--- src/scan_pkg.sv ---
/*
  Package for the relay scan sequencer: key codes, modes, limits and timing constants.
  Assumes a 10 MHz system clock and a keypad decoder that delivers one-cycle key events.
*/
package scan_pkg;

  localparam int unsigned CLK_HZ          = 10_000_000;
  localparam int unsigned MS_PER_S        = 1000;
  localparam int unsigned CYCLES_PER_MS   = CLK_HZ / MS_PER_S;
  localparam int unsigned MSG_TIME_MS     = 500;
  localparam int unsigned MSG_CYCLES      = (CLK_HZ / MS_PER_S) * MSG_TIME_MS;
  localparam int unsigned MAX_CHANNELS    = 100;
  localparam int unsigned UNIT_CHANNELS   = 20;
  localparam int unsigned MAX_UNITS       = 5;
  localparam int unsigned DWELL_DIGITS    = 6;
  localparam int unsigned CHAN_DIGITS     = 2;
  localparam int unsigned POLE_SETTING    = 6;
  localparam logic [7:0]  RESET_BEGIN     = 8'h01;
  localparam logic [7:0]  RESET_END       = 8'h01;
  localparam logic [23:0] RESET_DWELL     = 24'h001000;
  localparam logic [2:0]  RESET_POLES     = 3'h2;

  typedef enum logic [3:0] {
    KEY_DIGIT,
    KEY_BEGIN,
    KEY_END,
    KEY_DWELL,
    KEY_ENTER,
    KEY_CHANNEL,
    KEY_RESET,
    KEY_START_HALT,
    KEY_ONE_PASS,
    KEY_REPEAT,
    KEY_PROGRAM
  } key_e;

  typedef struct packed {
    logic       valid;
    key_e       code;
    logic [3:0] digit;
  } key_s;

  typedef struct packed {
    logic run;
    logic channel_view;
    logic one_pass;
    logic repeat_pass;
    logic no_channel;
  } lamps_s;

endpackage : scan_pkg
--- src/dwell_timer.sv ---
/*
  Dwell timer: counts a millisecond interval down using a cycle prescaler.
  Assumes load is a one-cycle pulse; done pulses one cycle when the interval ends.
*/
`timescale 1ns/1ps
module dwell_timer #(
  parameter int unsigned CYC_PER_MS = scan_pkg::CYCLES_PER_MS
) (
  input  wire logic        clk,
  input  wire logic        rst_b,
  input  wire logic        load,
  input  wire logic        enable,
  input  wire logic [19:0] ms_value,
  output      logic        done
);

  initial begin
    if (CYC_PER_MS < 1 || CYC_PER_MS > 65535) $error("CYC_PER_MS out of range");
  end

  logic [15:0] pre_reg;
  logic [19:0] ms_reg;

  always_ff @(posedge clk or negedge rst_b) begin
    if (!rst_b) begin
      pre_reg <= 16'h0000;
      ms_reg  <= 20'h00000;
      done    <= 1'b0;
    end else begin
      done <= 1'b0;
      if (load) begin
        pre_reg <= 16'(CYC_PER_MS - 1);
        ms_reg  <= (ms_value == 20'h00000) ? 20'h00001 : ms_value;
      end else if (enable && ms_reg != 20'h00000) begin
        if (pre_reg == 16'h0000) begin
          pre_reg <= 16'(CYC_PER_MS - 1);
          ms_reg  <= ms_reg - 20'h00001;
          if (ms_reg == 20'h00001) done <= 1'b1;
        end else begin
          pre_reg <= pre_reg - 16'h0001;
        end
      end
    end
  end

endmodule : dwell_timer

--- src/relay_scan_sequencer.sv ---
/*
  Front-panel channel scan sequencer: key entry, scan control, relay and lamp drive.
  Assumes key events are one-cycle synchronous pulses, one key per cycle.
  // Summary of operation
  // (RULE1) Start closes begin channel, lamp on, advance
  // (RULE2) Repeat mode wraps end back to begin
  // (RULE3) Start/halt while scanning halts, channel stays closed
  // (RULE4) Start/halt while halted resumes from current channel
  // (RULE5) Reset key stops scan, returns to begin
  // (RULE6) Unavailable end channel shows message half second
  // (RULE7) Channel then reset: lamp, view, begin
  // (RULE8) Repeat key selects repeating mode, lamp
  // (RULE9) One-pass key selects one-pass mode, lamp
  // (RULE10) One-pass scans begin to end once, stops
  // (RULE11) Two digits then begin/end key set limits
  // (RULE12) After reset, start begins at begin channel
  // (RULE13) Dwell key, digits, enter program interval
  // (RULE14) Program setting six selects 1/2/4 poles
  // (RULE15) Chained units extend range to 100 channels
  // (RULE16) Dwell held as six BCD digits, milliseconds
*/
`timescale 1ns/1ps
module relay_scan_sequencer #(
  parameter int unsigned MSG_CYCLES = scan_pkg::MSG_CYCLES,
  parameter int unsigned CYC_PER_MS = scan_pkg::CYCLES_PER_MS
) (
  input  wire logic            clk,
  input  wire logic            rst_b,
  input  wire scan_pkg::key_s  key,
  input  wire logic [2:0]      units_chained,
  output      logic [6:0]      relay_channel,
  output      logic            relay_close,
  output      logic [2:0]      pole_count,
  output      scan_pkg::lamps_s lamps,
  output      logic [6:0]      begin_channel,
  output      logic [6:0]      end_channel
);

  initial begin
    if (MSG_CYCLES < 1 || MSG_CYCLES > 16777215) $error("MSG_CYCLES out of range");
  end

  typedef enum logic [1:0] {ST_IDLE, ST_DWELL, ST_HALT} state_e;
  typedef enum logic [1:0] {EN_NONE, EN_DWELL, EN_PROGRAM} entry_e;

  function automatic logic [6:0] bcd2_to_bin(input logic [7:0] b);
    // Widen the tens digit first: a 4-bit product would wrap above 15
    bcd2_to_bin = 7'(b[7:4]) * 7'd10 + 7'(b[3:0]);
  endfunction : bcd2_to_bin

  function automatic logic [19:0] bcd6_to_ms(input logic [23:0] b);
    logic [19:0] acc;
    acc = 20'h00000;
    for (int i = 5; i >= 0; i--) begin
      acc = 20'(acc * 20'd10) + 20'(b[i*4 +: 4]);
    end
    bcd6_to_ms = acc;
  endfunction : bcd6_to_ms

  state_e      state_reg;
  entry_e      entry_reg;
  logic [23:0] digits_reg;
  logic [23:0] dwell_bcd_reg;
  logic [19:0] dwell_ms_reg;
  logic        chan_prefix_reg;
  logic        prog6_reg;
  logic [23:0] msg_cnt_reg;
  logic        timer_load;
  logic        timer_done;
  logic [6:0]  avail_max;
  logic [6:0]  entered_chan;
  logic        key_start;
  logic        key_reset;
  logic        run_reg;
  logic        view_reg;
  logic        one_pass_reg;
  logic        repeat_reg;
  logic        no_chan_reg;

  // Each lamp is its own flop so that every lamp has exactly one writing process
  assign lamps = '{run: run_reg, channel_view: view_reg, one_pass: one_pass_reg,
                   repeat_pass: repeat_reg, no_channel: no_chan_reg};

  assign avail_max    = 7'(scan_pkg::UNIT_CHANNELS) * 7'(units_chained == 3'h0 ? 3'h1 :
                        (units_chained > 3'(scan_pkg::MAX_UNITS) ? 3'(scan_pkg::MAX_UNITS)
                        : units_chained)); // RULE15
  assign entered_chan = bcd2_to_bin(digits_reg[7:0]);
  assign key_start    = key.valid && key.code == scan_pkg::KEY_START_HALT;
  assign key_reset    = key.valid && key.code == scan_pkg::KEY_RESET;
  assign timer_load   = (key_start && state_reg != ST_DWELL) ||
                        (timer_done && state_reg == ST_DWELL);

  dwell_timer #(
    .CYC_PER_MS (CYC_PER_MS)
  ) u_timer (
    .clk      (clk),
    .rst_b    (rst_b),
    .load     (timer_load),
    .enable   (state_reg == ST_DWELL),
    .ms_value (dwell_ms_reg),
    .done     (timer_done)
  );

  // Digit shift register shared by channel, dwell and program entry
  always_ff @(posedge clk or negedge rst_b) begin
    if (!rst_b) begin
      digits_reg <= 24'h000000;
      entry_reg  <= EN_NONE;
    end else if (key.valid) begin
      case (key.code)
        scan_pkg::KEY_DIGIT:   digits_reg <= {digits_reg[19:0], key.digit}; // RULE11
        scan_pkg::KEY_DWELL: begin
          entry_reg  <= EN_DWELL; // RULE13
          digits_reg <= 24'h000000;
        end
        scan_pkg::KEY_PROGRAM: begin
          entry_reg  <= EN_PROGRAM;
          digits_reg <= 24'h000000;
        end
        default: begin
          entry_reg  <= EN_NONE;
          digits_reg <= 24'h000000;
        end
      endcase
    end
  end

  // Dwell interval, BCD milliseconds, converted into a register every cycle so the timer load is cheap
  always_ff @(posedge clk or negedge rst_b) begin
    if (!rst_b) begin
      dwell_bcd_reg <= scan_pkg::RESET_DWELL;
      dwell_ms_reg  <= 20'h00000;
    end else begin
      dwell_ms_reg <= bcd6_to_ms(dwell_bcd_reg); // RULE16
      if (key.valid && key.code == scan_pkg::KEY_ENTER && entry_reg == EN_DWELL)
        dwell_bcd_reg <= digits_reg; // RULE13
    end
  end

  // Pole configuration, program setting 6 then value then enter
  always_ff @(posedge clk or negedge rst_b) begin
    if (!rst_b) begin
      pole_count <= scan_pkg::RESET_POLES;
      prog6_reg  <= 1'b0;
    end else if (key.valid) begin
      if (key.code == scan_pkg::KEY_DIGIT && entry_reg == EN_PROGRAM && !prog6_reg)
        prog6_reg <= (key.digit == 4'(scan_pkg::POLE_SETTING)); // RULE14
      else if (key.code != scan_pkg::KEY_DIGIT)
        prog6_reg <= 1'b0;
      if (key.code == scan_pkg::KEY_ENTER && prog6_reg &&
          (digits_reg[3:0] == 4'h1 || digits_reg[3:0] == 4'h2 || digits_reg[3:0] == 4'h4))
        pole_count <= digits_reg[2:0]; // RULE14
    end
  end

  // Channel limits; an unavailable end channel is refused and flagged
  always_ff @(posedge clk or negedge rst_b) begin
    if (!rst_b) begin
      begin_channel <= scan_pkg::RESET_BEGIN[6:0];
      end_channel   <= scan_pkg::RESET_END[6:0];
      msg_cnt_reg   <= 24'h000000;
    end else begin
      if (msg_cnt_reg != 24'h000000) msg_cnt_reg <= msg_cnt_reg - 24'h000001;
      if (key.valid && key.code == scan_pkg::KEY_BEGIN && entered_chan != 7'h00 &&
          entered_chan <= avail_max)
        begin_channel <= entered_chan; // RULE11
      if (key.valid && key.code == scan_pkg::KEY_END) begin
        if (entered_chan == 7'h00 || entered_chan > avail_max)
          msg_cnt_reg <= 24'(MSG_CYCLES); // RULE6
        else
          end_channel <= entered_chan; // RULE11
      end
    end
  end

  // Scan mode selection, mode lamps and the no-channel lamp
  always_ff @(posedge clk or negedge rst_b) begin
    if (!rst_b) begin
      one_pass_reg <= 1'b1;
      repeat_reg   <= 1'b0;
      no_chan_reg  <= 1'b0;
    end else begin
      no_chan_reg <= msg_cnt_reg != 24'h000000; // RULE6
      if (key.valid && key.code == scan_pkg::KEY_REPEAT) begin
        repeat_reg   <= 1'b1; // RULE8
        one_pass_reg <= 1'b0;
      end else if (key.valid && key.code == scan_pkg::KEY_ONE_PASS) begin
        one_pass_reg <= 1'b1; // RULE9
        repeat_reg   <= 1'b0;
      end
    end
  end

  // Channel view lamp, armed by the channel key
  always_ff @(posedge clk or negedge rst_b) begin
    if (!rst_b) begin
      chan_prefix_reg <= 1'b0;
      view_reg        <= 1'b0;
    end else if (key.valid) begin
      chan_prefix_reg <= key.code == scan_pkg::KEY_CHANNEL;
      if (key.code == scan_pkg::KEY_CHANNEL || (key_reset && chan_prefix_reg))
        view_reg <= 1'b1; // RULE7
    end
  end

  // Sequencer: reset wins over start/halt pressed in the same cycle
  always_ff @(posedge clk or negedge rst_b) begin
    if (!rst_b) begin
      state_reg     <= ST_IDLE;
      relay_channel <= scan_pkg::RESET_BEGIN[6:0];
      relay_close   <= 1'b0;
      run_reg       <= 1'b0;
    end else if (key_reset) begin
      state_reg     <= ST_IDLE; // RULE5 RULE7
      relay_channel <= begin_channel;
      relay_close   <= 1'b0;
      run_reg       <= 1'b0;
    end else begin
      case (state_reg)
        // Begin limit may have been reprogrammed while idle, so reload it here
        ST_IDLE: if (key_start) begin
          state_reg     <= ST_DWELL; // RULE12 RULE1
          relay_channel <= begin_channel;
          relay_close   <= 1'b1;
          run_reg       <= 1'b1;
        end
        ST_HALT: if (key_start) begin
          state_reg   <= ST_DWELL; // RULE4
          relay_close <= 1'b1;
          run_reg     <= 1'b1;
        end
        ST_DWELL: begin
          if (key_start) begin
            state_reg <= ST_HALT; // RULE3
            run_reg   <= 1'b0;
          end else if (timer_done) begin
            if (relay_channel >= end_channel) begin
              relay_channel <= begin_channel;
              if (one_pass_reg) begin
                state_reg   <= ST_IDLE; // RULE10
                relay_close <= 1'b0;
                run_reg     <= 1'b0;
              end // RULE2
            end else begin
              relay_channel <= relay_channel + 7'h01; // RULE1
            end
          end
        end
        default: state_reg <= ST_IDLE;
      endcase
    end
  end

endmodule : relay_scan_sequencer

--- config.mk ---
export PLATFORM = sky130hd
export DESIGN_NAME = relay_scan_sequencer
export DESIGN_NICKNAME = d
export VERILOG_FILES = /design/src/scan_pkg.sv /design/src/dwell_timer.sv /design/src/relay_scan_sequencer.sv
export SDC_FILE = /design/constraint.sdc
export NUM_CORES = 1
export LEC_CHECK = 0
export CORE_ASPECT_RATIO = 0.8
export CORE_MARGIN = 5
export CORE_UTILIZATION = 30
export DETAILED_ROUTE_END_ITERATION = 10
export DONT_BUFFER_PORTS = 1
export PLACE_DENSITY = 0.43
export SLEW_MARGIN = 5
export SYNTH_ARGS = -nofsm -noshare
export SYNTH_HDL_FRONTEND = slang
export SYNTH_SLANG_ARGS = --single-unit
--- constraint.sdc ---
create_clock -name clk -period 12.2 [get_ports clk]
set_input_delay 0.61 -clock clk [delete_from_list [all_inputs] [get_ports clk]]
set_output_delay 0.61 -clock clk [all_outputs]
set_load 0.005 [all_outputs]
==> metrics, run 1 <==
global-route wire length before repair=44,100 um; endpoints failing hold=0; postcts setup bufs=0; most used cell, CP=ha_1; post-synth cell types=76; setup TNS=0 ns; syn nets=1,468; core area=39,400 um^2; largest net degree at the start of global routing=160; count of final setup violators=0; DP HPWL=19,300 um; largest cells by area after synthesis=dfrtp_1 33%, ha_1 15%, xnor2_1 6.9%, o21ai_0 4.0%, xor2_1 3.8%; commonest non-fill, non-tap cell in the layout=dfrtp_1; ANT nets after route=0; vias in the first global route=8,670; Post-Syn Area=12,000 um^2; final core occ=0.335; initial antenna violation count=0; clock skew=0.00999 ns; GRT Util Overall=0.120; Final nets=1,461; CTS Buf Count=17; commonest non-fill, non-tap cells in the layout=159 x dfrtp_1, 142 x ha_1, 110 x nand2_1; status=finished, final reports clean; startpoint types=flip-flop; area post-placement=12,600 um^2; VDD IR-drop max=0.103 mV; DR vias/cell=4.76; CP required=12.52 ns; max-slew violation count=0; final hold slack=0.0746 ns; CP Class=reg -> reg; # clock sinks=165; Synth async-reset ratio=1.00; Peak Freq=96.7 MHz; H-tree depth=4; Placer Congestion=0.749; Most used DFF post-synth=dfrtp_1; Final Cell Area=13,200 um^2; Worst Path Max Fanout=7; CP endpoint kind=flip-flop; CTS max path bufs=2; Initial Util=0.304; final worst path period need=10.35 ns; Post-route DRC=0; area delta synth->final=10.0%; maximum capacitance violations=0; worst reg-to-reg setup slack=1.85 ns; layout cells sized above 1=0.0704; post-synth top area cell=dfrtp_1; first drt pass iteration count=4; Root Driver=clkbuf_16; WL/cell=14.0 um; synthesis-stage register bit count=165; worst min path class=in -> async; # fillers=4,127; GRT overflow=0; die height=189 um; sequential share of the synthesized area=0.345; input/output buffers=0; YS warnings=0; EDFF count, synth=0; CTS resizes=0; Skew-Pair Late Insertion Delay=0.44 ns; via count=8,768; PwrDens=125 nW/um^2; I/O pin count=44; Worst-path clk slew=0.07 ns; CP max stage delay=0.75 ns; worst rel slew slack=0.223; Cell Rows=65; Synth Instances=1,300; crit share post-route=0.848; Slew @ Worst Pin=1.16 ns; total die area=44,100 um^2; RSZ-0062 raised after global routing=false; antenna cells=0; CTS tree=built; top cell type's share of synthesized area=0.332; CP Data Arrival Time=10.67 ns; CP max-delay cell=a2111oi_0; DR iter-0 viols=362; Static Leak=5.98 nW; Die W=234 um; synthesized area per cell=9.23 um^2; Routed WL=25,800 um
## per-layer routing
layer  global-route usage  vias up  wire (um)
li1                     -     4566          -
met3               0.0255       20        692
met5                    0        -          0
met1                0.184     4120      14200
met4               0.0266        0        260
met2                0.174       62      10600
## repair_timing
item | 4_1_cts | 5_1_grt
setup endpoints to repair | 0 | 0
hold buffers | 2 | 0
endpoints found under the hold margin | 159 | 0
## area by class of cell
class                   count  area, um^2  area share
clock buffers              17         425      0.0322
inverters                  98         368      0.0279
well taps                 536         671      0.0508
flip-flops and latches    165        4140       0.313
clock inverters            15         179      0.0136
repair buffers              5        60.1     0.00455
multi-input cells        1006        7360       0.558
## critical path: cells and delay by family (launching register included)
family / cells / cell delay [ns]
adder cells (fa/ha/maj): 11 / 3.59
AND/OR/NAND/NOR: 8 / 2.90
buffers and inverters: 1 / 0.08
flip-flops: 1 / 0.46
AO/OA/AOI/OAI: 5 / 1.55
XOR/XNOR: 7 / 1.48
multiplexers: 1 / 0.15
## worst paths after layout
kind / startpoint / to / cells after the start
worst max-delay path: dwell_bcd_reg[23]$_DFFE_PN0P_ / dwell_ms_reg[19]$_DFF_PN0_ / 33
worst min-delay path: rst_b / dwell_ms_reg[19]$_DFF_PN0_ / 1
worst max register to register: dwell_bcd_reg[23]$_DFFE_PN0P_ / dwell_ms_reg[19]$_DFF_PN0_ / 33
worst min register to register: dwell_bcd_reg[0]$_DFFE_PN0P_ / dwell_ms_reg[0]$_DFF_PN0_ / 0
max in group asynchronous: rst_b / dwell_bcd_reg[12]$_DFFE_PN1P_ / 1
min in group clk: key[4] / one_pass_reg$_DFFE_PN1P_ / 1
## metrics by stage
step | total power (W) | instances | setup WS (ns)
after floorplan | 0.00102 | 1300 | 2.83
after global placement | 0.00110 | 1808 | 2.05
after detailed placement | 0.00110 | 1808 | 1.82
after CTS | 0.00169 | 1842 | 1.76
after global routing | 0.00177 | 1842 | 0.978
final | 0.00166 | 1842 | 1.85
## cell usage after synthesis, drive strengths merged (25+ instances only)
library cell / number
dfrtp: 159
ha: 142
nand2: 110
nor2: 109
inv: 98
o21ai: 97
xnor2: 94
a21oi: 64
xor2: 52
nor3: 32
a21o: 28
nor4: 26
nand3: 25
## kinds of logic after synthesis
group | synth area share
mux | 0.0271
flops | 0.345
xor+xnor | 0.108
buf+inv | 0.0425
simple gates | 0.172
compound gates | 0.137
fa+ha+maj | 0.168
other cells | 0.000312
## report_power, final
part | switching [W] | leakage (nW) | internal [W] | total [W]
Sequential | 0.000105 | 2.10 | 0.000645 | 0.000750
Clock | 0.000248 | 0.292 | 0.000310 | 0.000558
Combinational | 0.000185 | 3.59 | 0.000163 | 0.000348
(Power assumes the default switching activity.)
==> run 2: changes to the inputs <==
--- a/config.mk
+++ b/config.mk
@@ -10,7 +10,7 @@
 export CORE_UTILIZATION = 30
 export DETAILED_ROUTE_END_ITERATION = 10
 export DONT_BUFFER_PORTS = 1
-export PLACE_DENSITY = 0.43
+export PLACE_DENSITY = 0.44
 export SLEW_MARGIN = 5
 export SYNTH_ARGS = -nofsm -noshare
 export SYNTH_HDL_FRONTEND = slang
==> constraint.sdc (replaced) <==
create_clock -name clk -period 8.9 [get_ports clk]
set_input_delay 0.445 -clock clk [delete_from_list [all_inputs] [get_ports clk]]
set_output_delay 0.445 -clock clk [all_outputs]
set_load 0.005 [all_outputs]
==> run 2 against run 1 <==
  * The flow now finishes with violations (hold timing)
  * Count of clock-buffer cells in the layout up 2
  * Combinational power rose by 53%
  * Sequential power is 37% higher
  * Global-route usage grew 0.39 points
  * Die area stayed put
  * Largest power group unchanged
==> metrics, run 2 (synthesis results as in run 1) <==
input/output buffers=0; setup TNS=0 ns; status=finished, violations left; Worst Path Max Fanout=6; GRT Util Overall=0.124; most used cell, CP=ha_1; antenna cells=0; CP max-delay cell=fa_2; CP Class=reg -> reg; Worst-path clk slew=0.07 ns; CP max stage delay=0.51 ns; failing checks=hold timing; worst path bufs/invs=5; final hold slack=-0.00825 ns; ANT nets after route=0; I/O pin count=44; initial antenna violation count=0; max-slew violation count=0; vias in the first global route=9,438; clock skew=0.0139 ns; CTS max path bufs=2; Routed WL=26,800 um; CTS Buf Count=17; Slew @ Worst Pin=1.16 ns; area delta synth->final=27.5%; Skew-Pair Late Insertion Delay=0.44 ns; Cell Rows=65; RSZ-0062 raised after global routing=true; DR vias/cell=4.68; DR iter-0 viols=367; Die W=234 um; PwrDens=151 nW/um^2; final worst path period need=8.60 ns; Reg2Reg Launch Point=dwell_bcd_reg[21]$_DFFE_PN0P_; count of final setup violators=0; Root Driver=clkbuf_16; final core occ=0.388; commonest non-fill, non-tap cell in the layout=dfrtp_1; worst min path class=in -> async; WL/cell=13.4 um; Post-route DRC=0; core area=39,400 um^2; largest net degree at the start of global routing=166; CP endpoint kind=flip-flop; maximum capacitance violations=0; DP HPWL=20,100 um; CP Data Arrival Time=8.92 ns; commonest non-fill, non-tap cells in the layout=159 x dfrtp_1, 158 x buf_4, 120 x ha_1; Initial Util=0.304; global-route wire length before repair=46,200 um; Static Leak=7.03 nW; GRT overflow=0; VDD IR-drop max=0.118 mV; worst rel slew slack=0.224; die height=189 um; Placer Congestion=0.766; endpoints failing hold=10; total die area=44,100 um^2; Final Cell Area=15,300 um^2; worst setup path start=dwell_bcd_reg[21]$_DFFE_PN0P_; CTS tree=built; layout cells sized above 1=0.250; via count=9,346; Peak Freq=116 MHz; startpoint types=flip-flop; crit share post-route=0.967; area post-placement=13,600 um^2; CP top delay family=adder cells; H-tree depth=4; CP required=9.22 ns; first drt pass iteration count=4; # clock sinks=165; Final nets=1,618
[run 2: per-layer routing]
metal / track usage / wire length, um / up-vias / share of wire
li1: - / - / 4868 / -
met1: 0.192 / 14600 / 4387 / 0.55
met2: 0.178 / 11200 / 75 / 0.42
met3: 0.0232 / 744 / 16 / 0.028
met4: 0.0282 / 242 / 0 / 0.0090
met5: 0 / 0 / - / 0
[run 2: report_power, final]
| part | internal, W | total [W] | switching [W] |
|---|---|---|---|
| combinational | 0.000263 | 0.000531 | 0.000268 |
| clock | 0.000410 | 0.000744 | 0.000335 |
| sequential | 0.000885 | 0.00103 | 0.000147 |
| total | 0.00156 | 0.00231 | 0.000750 |
[run 2: metrics by stage]
step                power (W)  setup slack, ns  instances
floorplan             0.00140           0.0238       1300
global placement      0.00154           -0.256       1938
detailed placement    0.00154           -0.422       1938
CTS                   0.00233          0.00147       1987
global route          0.00247           -0.249       1999
finish                0.00231            0.295       1999
[run 2: worst paths after layout]
| path | to | slack, ns | cells past startpoint |
|---|---|---|---|
| max | dwell_ms_reg[19]$_DFF_PN0_ | 0.30 | 41 |
| min | dwell_ms_reg[17]$_DFF_PN0_ | -0.008 | 1 |
| max reg2reg | dwell_ms_reg[19]$_DFF_PN0_ | 0.30 | 41 |
| min reg2reg | dwell_ms_reg[0]$_DFF_PN0_ | 0.39 | 0 |
| max in group asynchronous | digits_reg[7]$_DFFE_PN0P_ | 8.21 | 1 |
| min in group clk | one_pass_reg$_DFFE_PN1P_ | 0.06 | 1 |
[run 2: layout make-up]
cell class | count | area, um^2
fillers | 3965 | 24100
multi-input cells | 1006 | 8280
flip-flops and latches | 165 | 4140
repair buffers | 162 | 1250
well taps | 536 | 671
clock buffers | 19 | 453
inverters | 98 | 370
clock inverters | 13 | 136
[run 2: timing repair]
item | in CTS | in global routing
endpoints found under the setup margin | 4 | 4
hold endpoints to repair | 165 | 0
pin swaps | 51 | 76
hold buffers | 1 | 0
gates resized for setup | 60 | 89
buffers inserted | 16 | 12
==> run 3: changes to the inputs <==
--- a/config.mk
+++ b/config.mk
@@ -14,4 +14,5 @@
 export SLEW_MARGIN = 5
 export SYNTH_ARGS = -nofsm -noshare
 export SYNTH_HDL_FRONTEND = slang
+export SYNTH_HIERARCHICAL = 1
 export SYNTH_SLANG_ARGS = --single-unit
==> run 3 against run 2 <==
  * The flow still finishes with violations (hold timing)
  * Core utilization shrank 2.5 points
  * Non-clock buffer count fell by 70
  * Clock power shrank 1%
==> metrics, run 3 <==
status=finished, violations left; failing checks=hold timing; global-route wire length before repair=48,000 um; total die area=45,300 um^2; final worst path period need=8.43 ns; Final Cell Area=14,800 um^2; synthesis-stage register bit count=165; die height=191 um; VDD IR-drop max=0.128 mV; largest cells by area after synthesis=dfrtp_1 32%, ha_1 14%, xnor2_1 5.3%, xor2_1 3.8%, o21ai_0 3.7%; CP endpoint kind=flip-flop; clock skew=0.0132 ns; Worst-path clk slew=0.07 ns; sequential power share=0.435; post-synth top area cell=dfrtp_1; CP max-delay cell=or4_4; PwrDens=150 nW/um^2; sequential share of the synthesized area=0.335; Worst Path Max Fanout=5; ANT nets after route=0; Initial Util=0.304; NetSw=0.000740 W; top routing layer used=met4; first drt pass iteration count=5; Static Leak=6.87 nW; WL met1=14,700 um; most common cell in the netlist=dfrtp_1; Cell Rows=66; Slew @ Worst Pin=1.17 ns; EDFF count, synth=0; CTS Buf Count=17; CTS tree=built; input/output buffers=0; Peak Freq=119 MHz; commonest non-fill, non-tap cell in the layout=dfrtp_1; max-slew violation count=0; antenna cells=0; DR iter-0 viols=464; CTS max path bufs=2; final hold slack=-0.0280 ns; worst rel slew slack=0.214; initial antenna violation count=0; Pint=0.00147 W; Root Driver=clkbuf_16; CP Data Arrival Time=8.77 ns; syn nets=1,514; Final nets=1,588; area delta synth->final=19.6%; largest net degree at the start of global routing=166; DP HPWL=20,800 um; worst min path class=in -> async; synthesized area per cell=9.16 um^2; # fillers=4,164; most common library cells after synthesis=159 x dfrtp_1, 142 x ha_1, 120 x nand2_1, 92 x o21ai_0, 91 x nor2_1; area post-placement=13,500 um^2; # clock sinks=165; DR vias/cell=4.88; fin cells=1,977; Most used DFF post-synth=dfrtp_1; count of final setup violators=0; Routed WL=27,800 um; Placer Congestion=0.757; Die W=237 um; Synth async-reset ratio=1.00; Skew-Pair Late Insertion Delay=0.45 ns; Post-Syn Area=12,300 um^2; top cell type's share of synthesized area=0.323; I/O pin count=44; Reg area=4140 um^2; via count=9,652; layout cells sized above 1=0.177; Switching Share=0.335; vias in the first global route=9,635; core area=40,600 um^2; post-synth cell types=84; GRT Util Overall=0.125; maximum capacitance violations=0; CP max stage delay=0.57 ns; area of the multi-input gates=8320 um^2; endpoints failing hold=6; worst reg-to-reg setup slack=0.47 ns; CP required=9.23 ns; WL/cell=14.0 um; Post-route DRC=0; most used cell, CP=ha_1; GRT overflow=0; final core occ=0.363; Synth Instances=1,346; Placed Cells=1,933; Comb power frac=0.232; met3 WL=846 um; CP Class=reg -> reg; Clock power frac=0.333; commonest non-fill, non-tap cells in the layout=159 x dfrtp_1, 133 x ha_1, 120 x nand2_1; H-tree depth=4; WL met2=12,100 um; crit share post-route=0.948; startpoint types=flip-flop; YS warnings=6
[run 3: changes by cell type in the layout (fill, tap and decap cells not counted), moves of 7 or more]
cell and change:
o211ai_1 +7, buf_4 -67, or4_1 +17, a21oi_1 -8, nor2_1 -15, xnor2_1 -20
ha_1 +13, ha_4 -12, nand4_1 +9, nand3_1 +18, or3_1 +14, a31oi_1 +8
nand2_1 +11
[run 3: routing by layer]
layer / vias up / track usage
li1: 4973 / -
met5: - / 0
met3: 9 / 0.0283
met2: 76 / 0.191
met4: 0 / 0.0202
met1: 4594 / 0.184
[run 3: critical path, delay by kind of cell (launching register included)]
family	cells	cell delay [ns]
buffers and inverters	7	0.84
DFF	1	0.38
AOI/OAI and AO/OA	9	1.66
and+or+nand+nor	3	0.75
adders and majority gates	11	3.41
xor gates and xnor gates	7	1.27
[run 3: kinds of logic after synthesis]
family,Yosys count,share of synthesized area
buffers and inverters,125,0.0398
adders and majority gates,154,0.164
and+or+nand+nor,462,0.195
AOI/OAI and AO/OA,283,0.148
other,1,0.000304
muxes,27,0.0238
xor gates and xnor gates,129,0.0942
DFF,165,0.335
[run 3: area by class of cell]
class                      count  area share
clock inverter                13     0.00967
multi-input combinational   1056       0.564
inverter                      88      0.0224
tap                          544      0.0461
timing repair buffer          92      0.0482
sequential                   165       0.280
clock buffer                  19      0.0293
[run 3: power groups by stage]
stage	registers [W]	logic (W)	clock network, W
global placement	0.000974	0.000481	0
global route	0.000979	0.000593	0.000795
CTS	0.000961	0.000511	0.000762
detailed placement	0.000975	0.000488	0
floorplan	0.000938	0.000390	0
finish	0.000961	0.000513	0.000735
[run 3: stage by stage]
step	setup slack (ns)	TNS, ns	total power, W
floorplan	0.0315	0	0.00133
global placement	-0.0151	-0.0151	0.00145
detailed placement	-0.110	-0.128	0.00146
CTS	0.00757	0	0.00223
global route	-0.0423	-0.0873	0.00237
finish	0.466	0	0.00221
[run 3: path summary, 6_finish.rpt]
check,start,to,cells after the start
worst max-delay path,dwell_bcd_reg[21]$_DFFE_PN0P_,dwell_ms_reg[19]$_DFF_PN0_,37
worst min-delay path,rst_b,dwell_ms_reg[19]$_DFF_PN0_,1
worst max register to register,dwell_bcd_reg[21]$_DFFE_PN0P_,dwell_ms_reg[19]$_DFF_PN0_,37
worst min register to register,dwell_bcd_reg[0]$_DFFE_PN0P_,dwell_ms_reg[0]$_DFF_PN0_,0
max in group asynchronous,rst_b,pole_count[2]$_DFFE_PN0P_,1
min in group clk,key[4],one_pass_reg$_DFFE_PN1P_,1
[run 3: timing repair]
action,4_1_cts,5_1_grt
pin swaps,7,26
gates resized for setup,17,81
setup endpoints to repair,4,5
buffers inserted,2,9
hold endpoints to repair,165,0
hold buffers,1,0
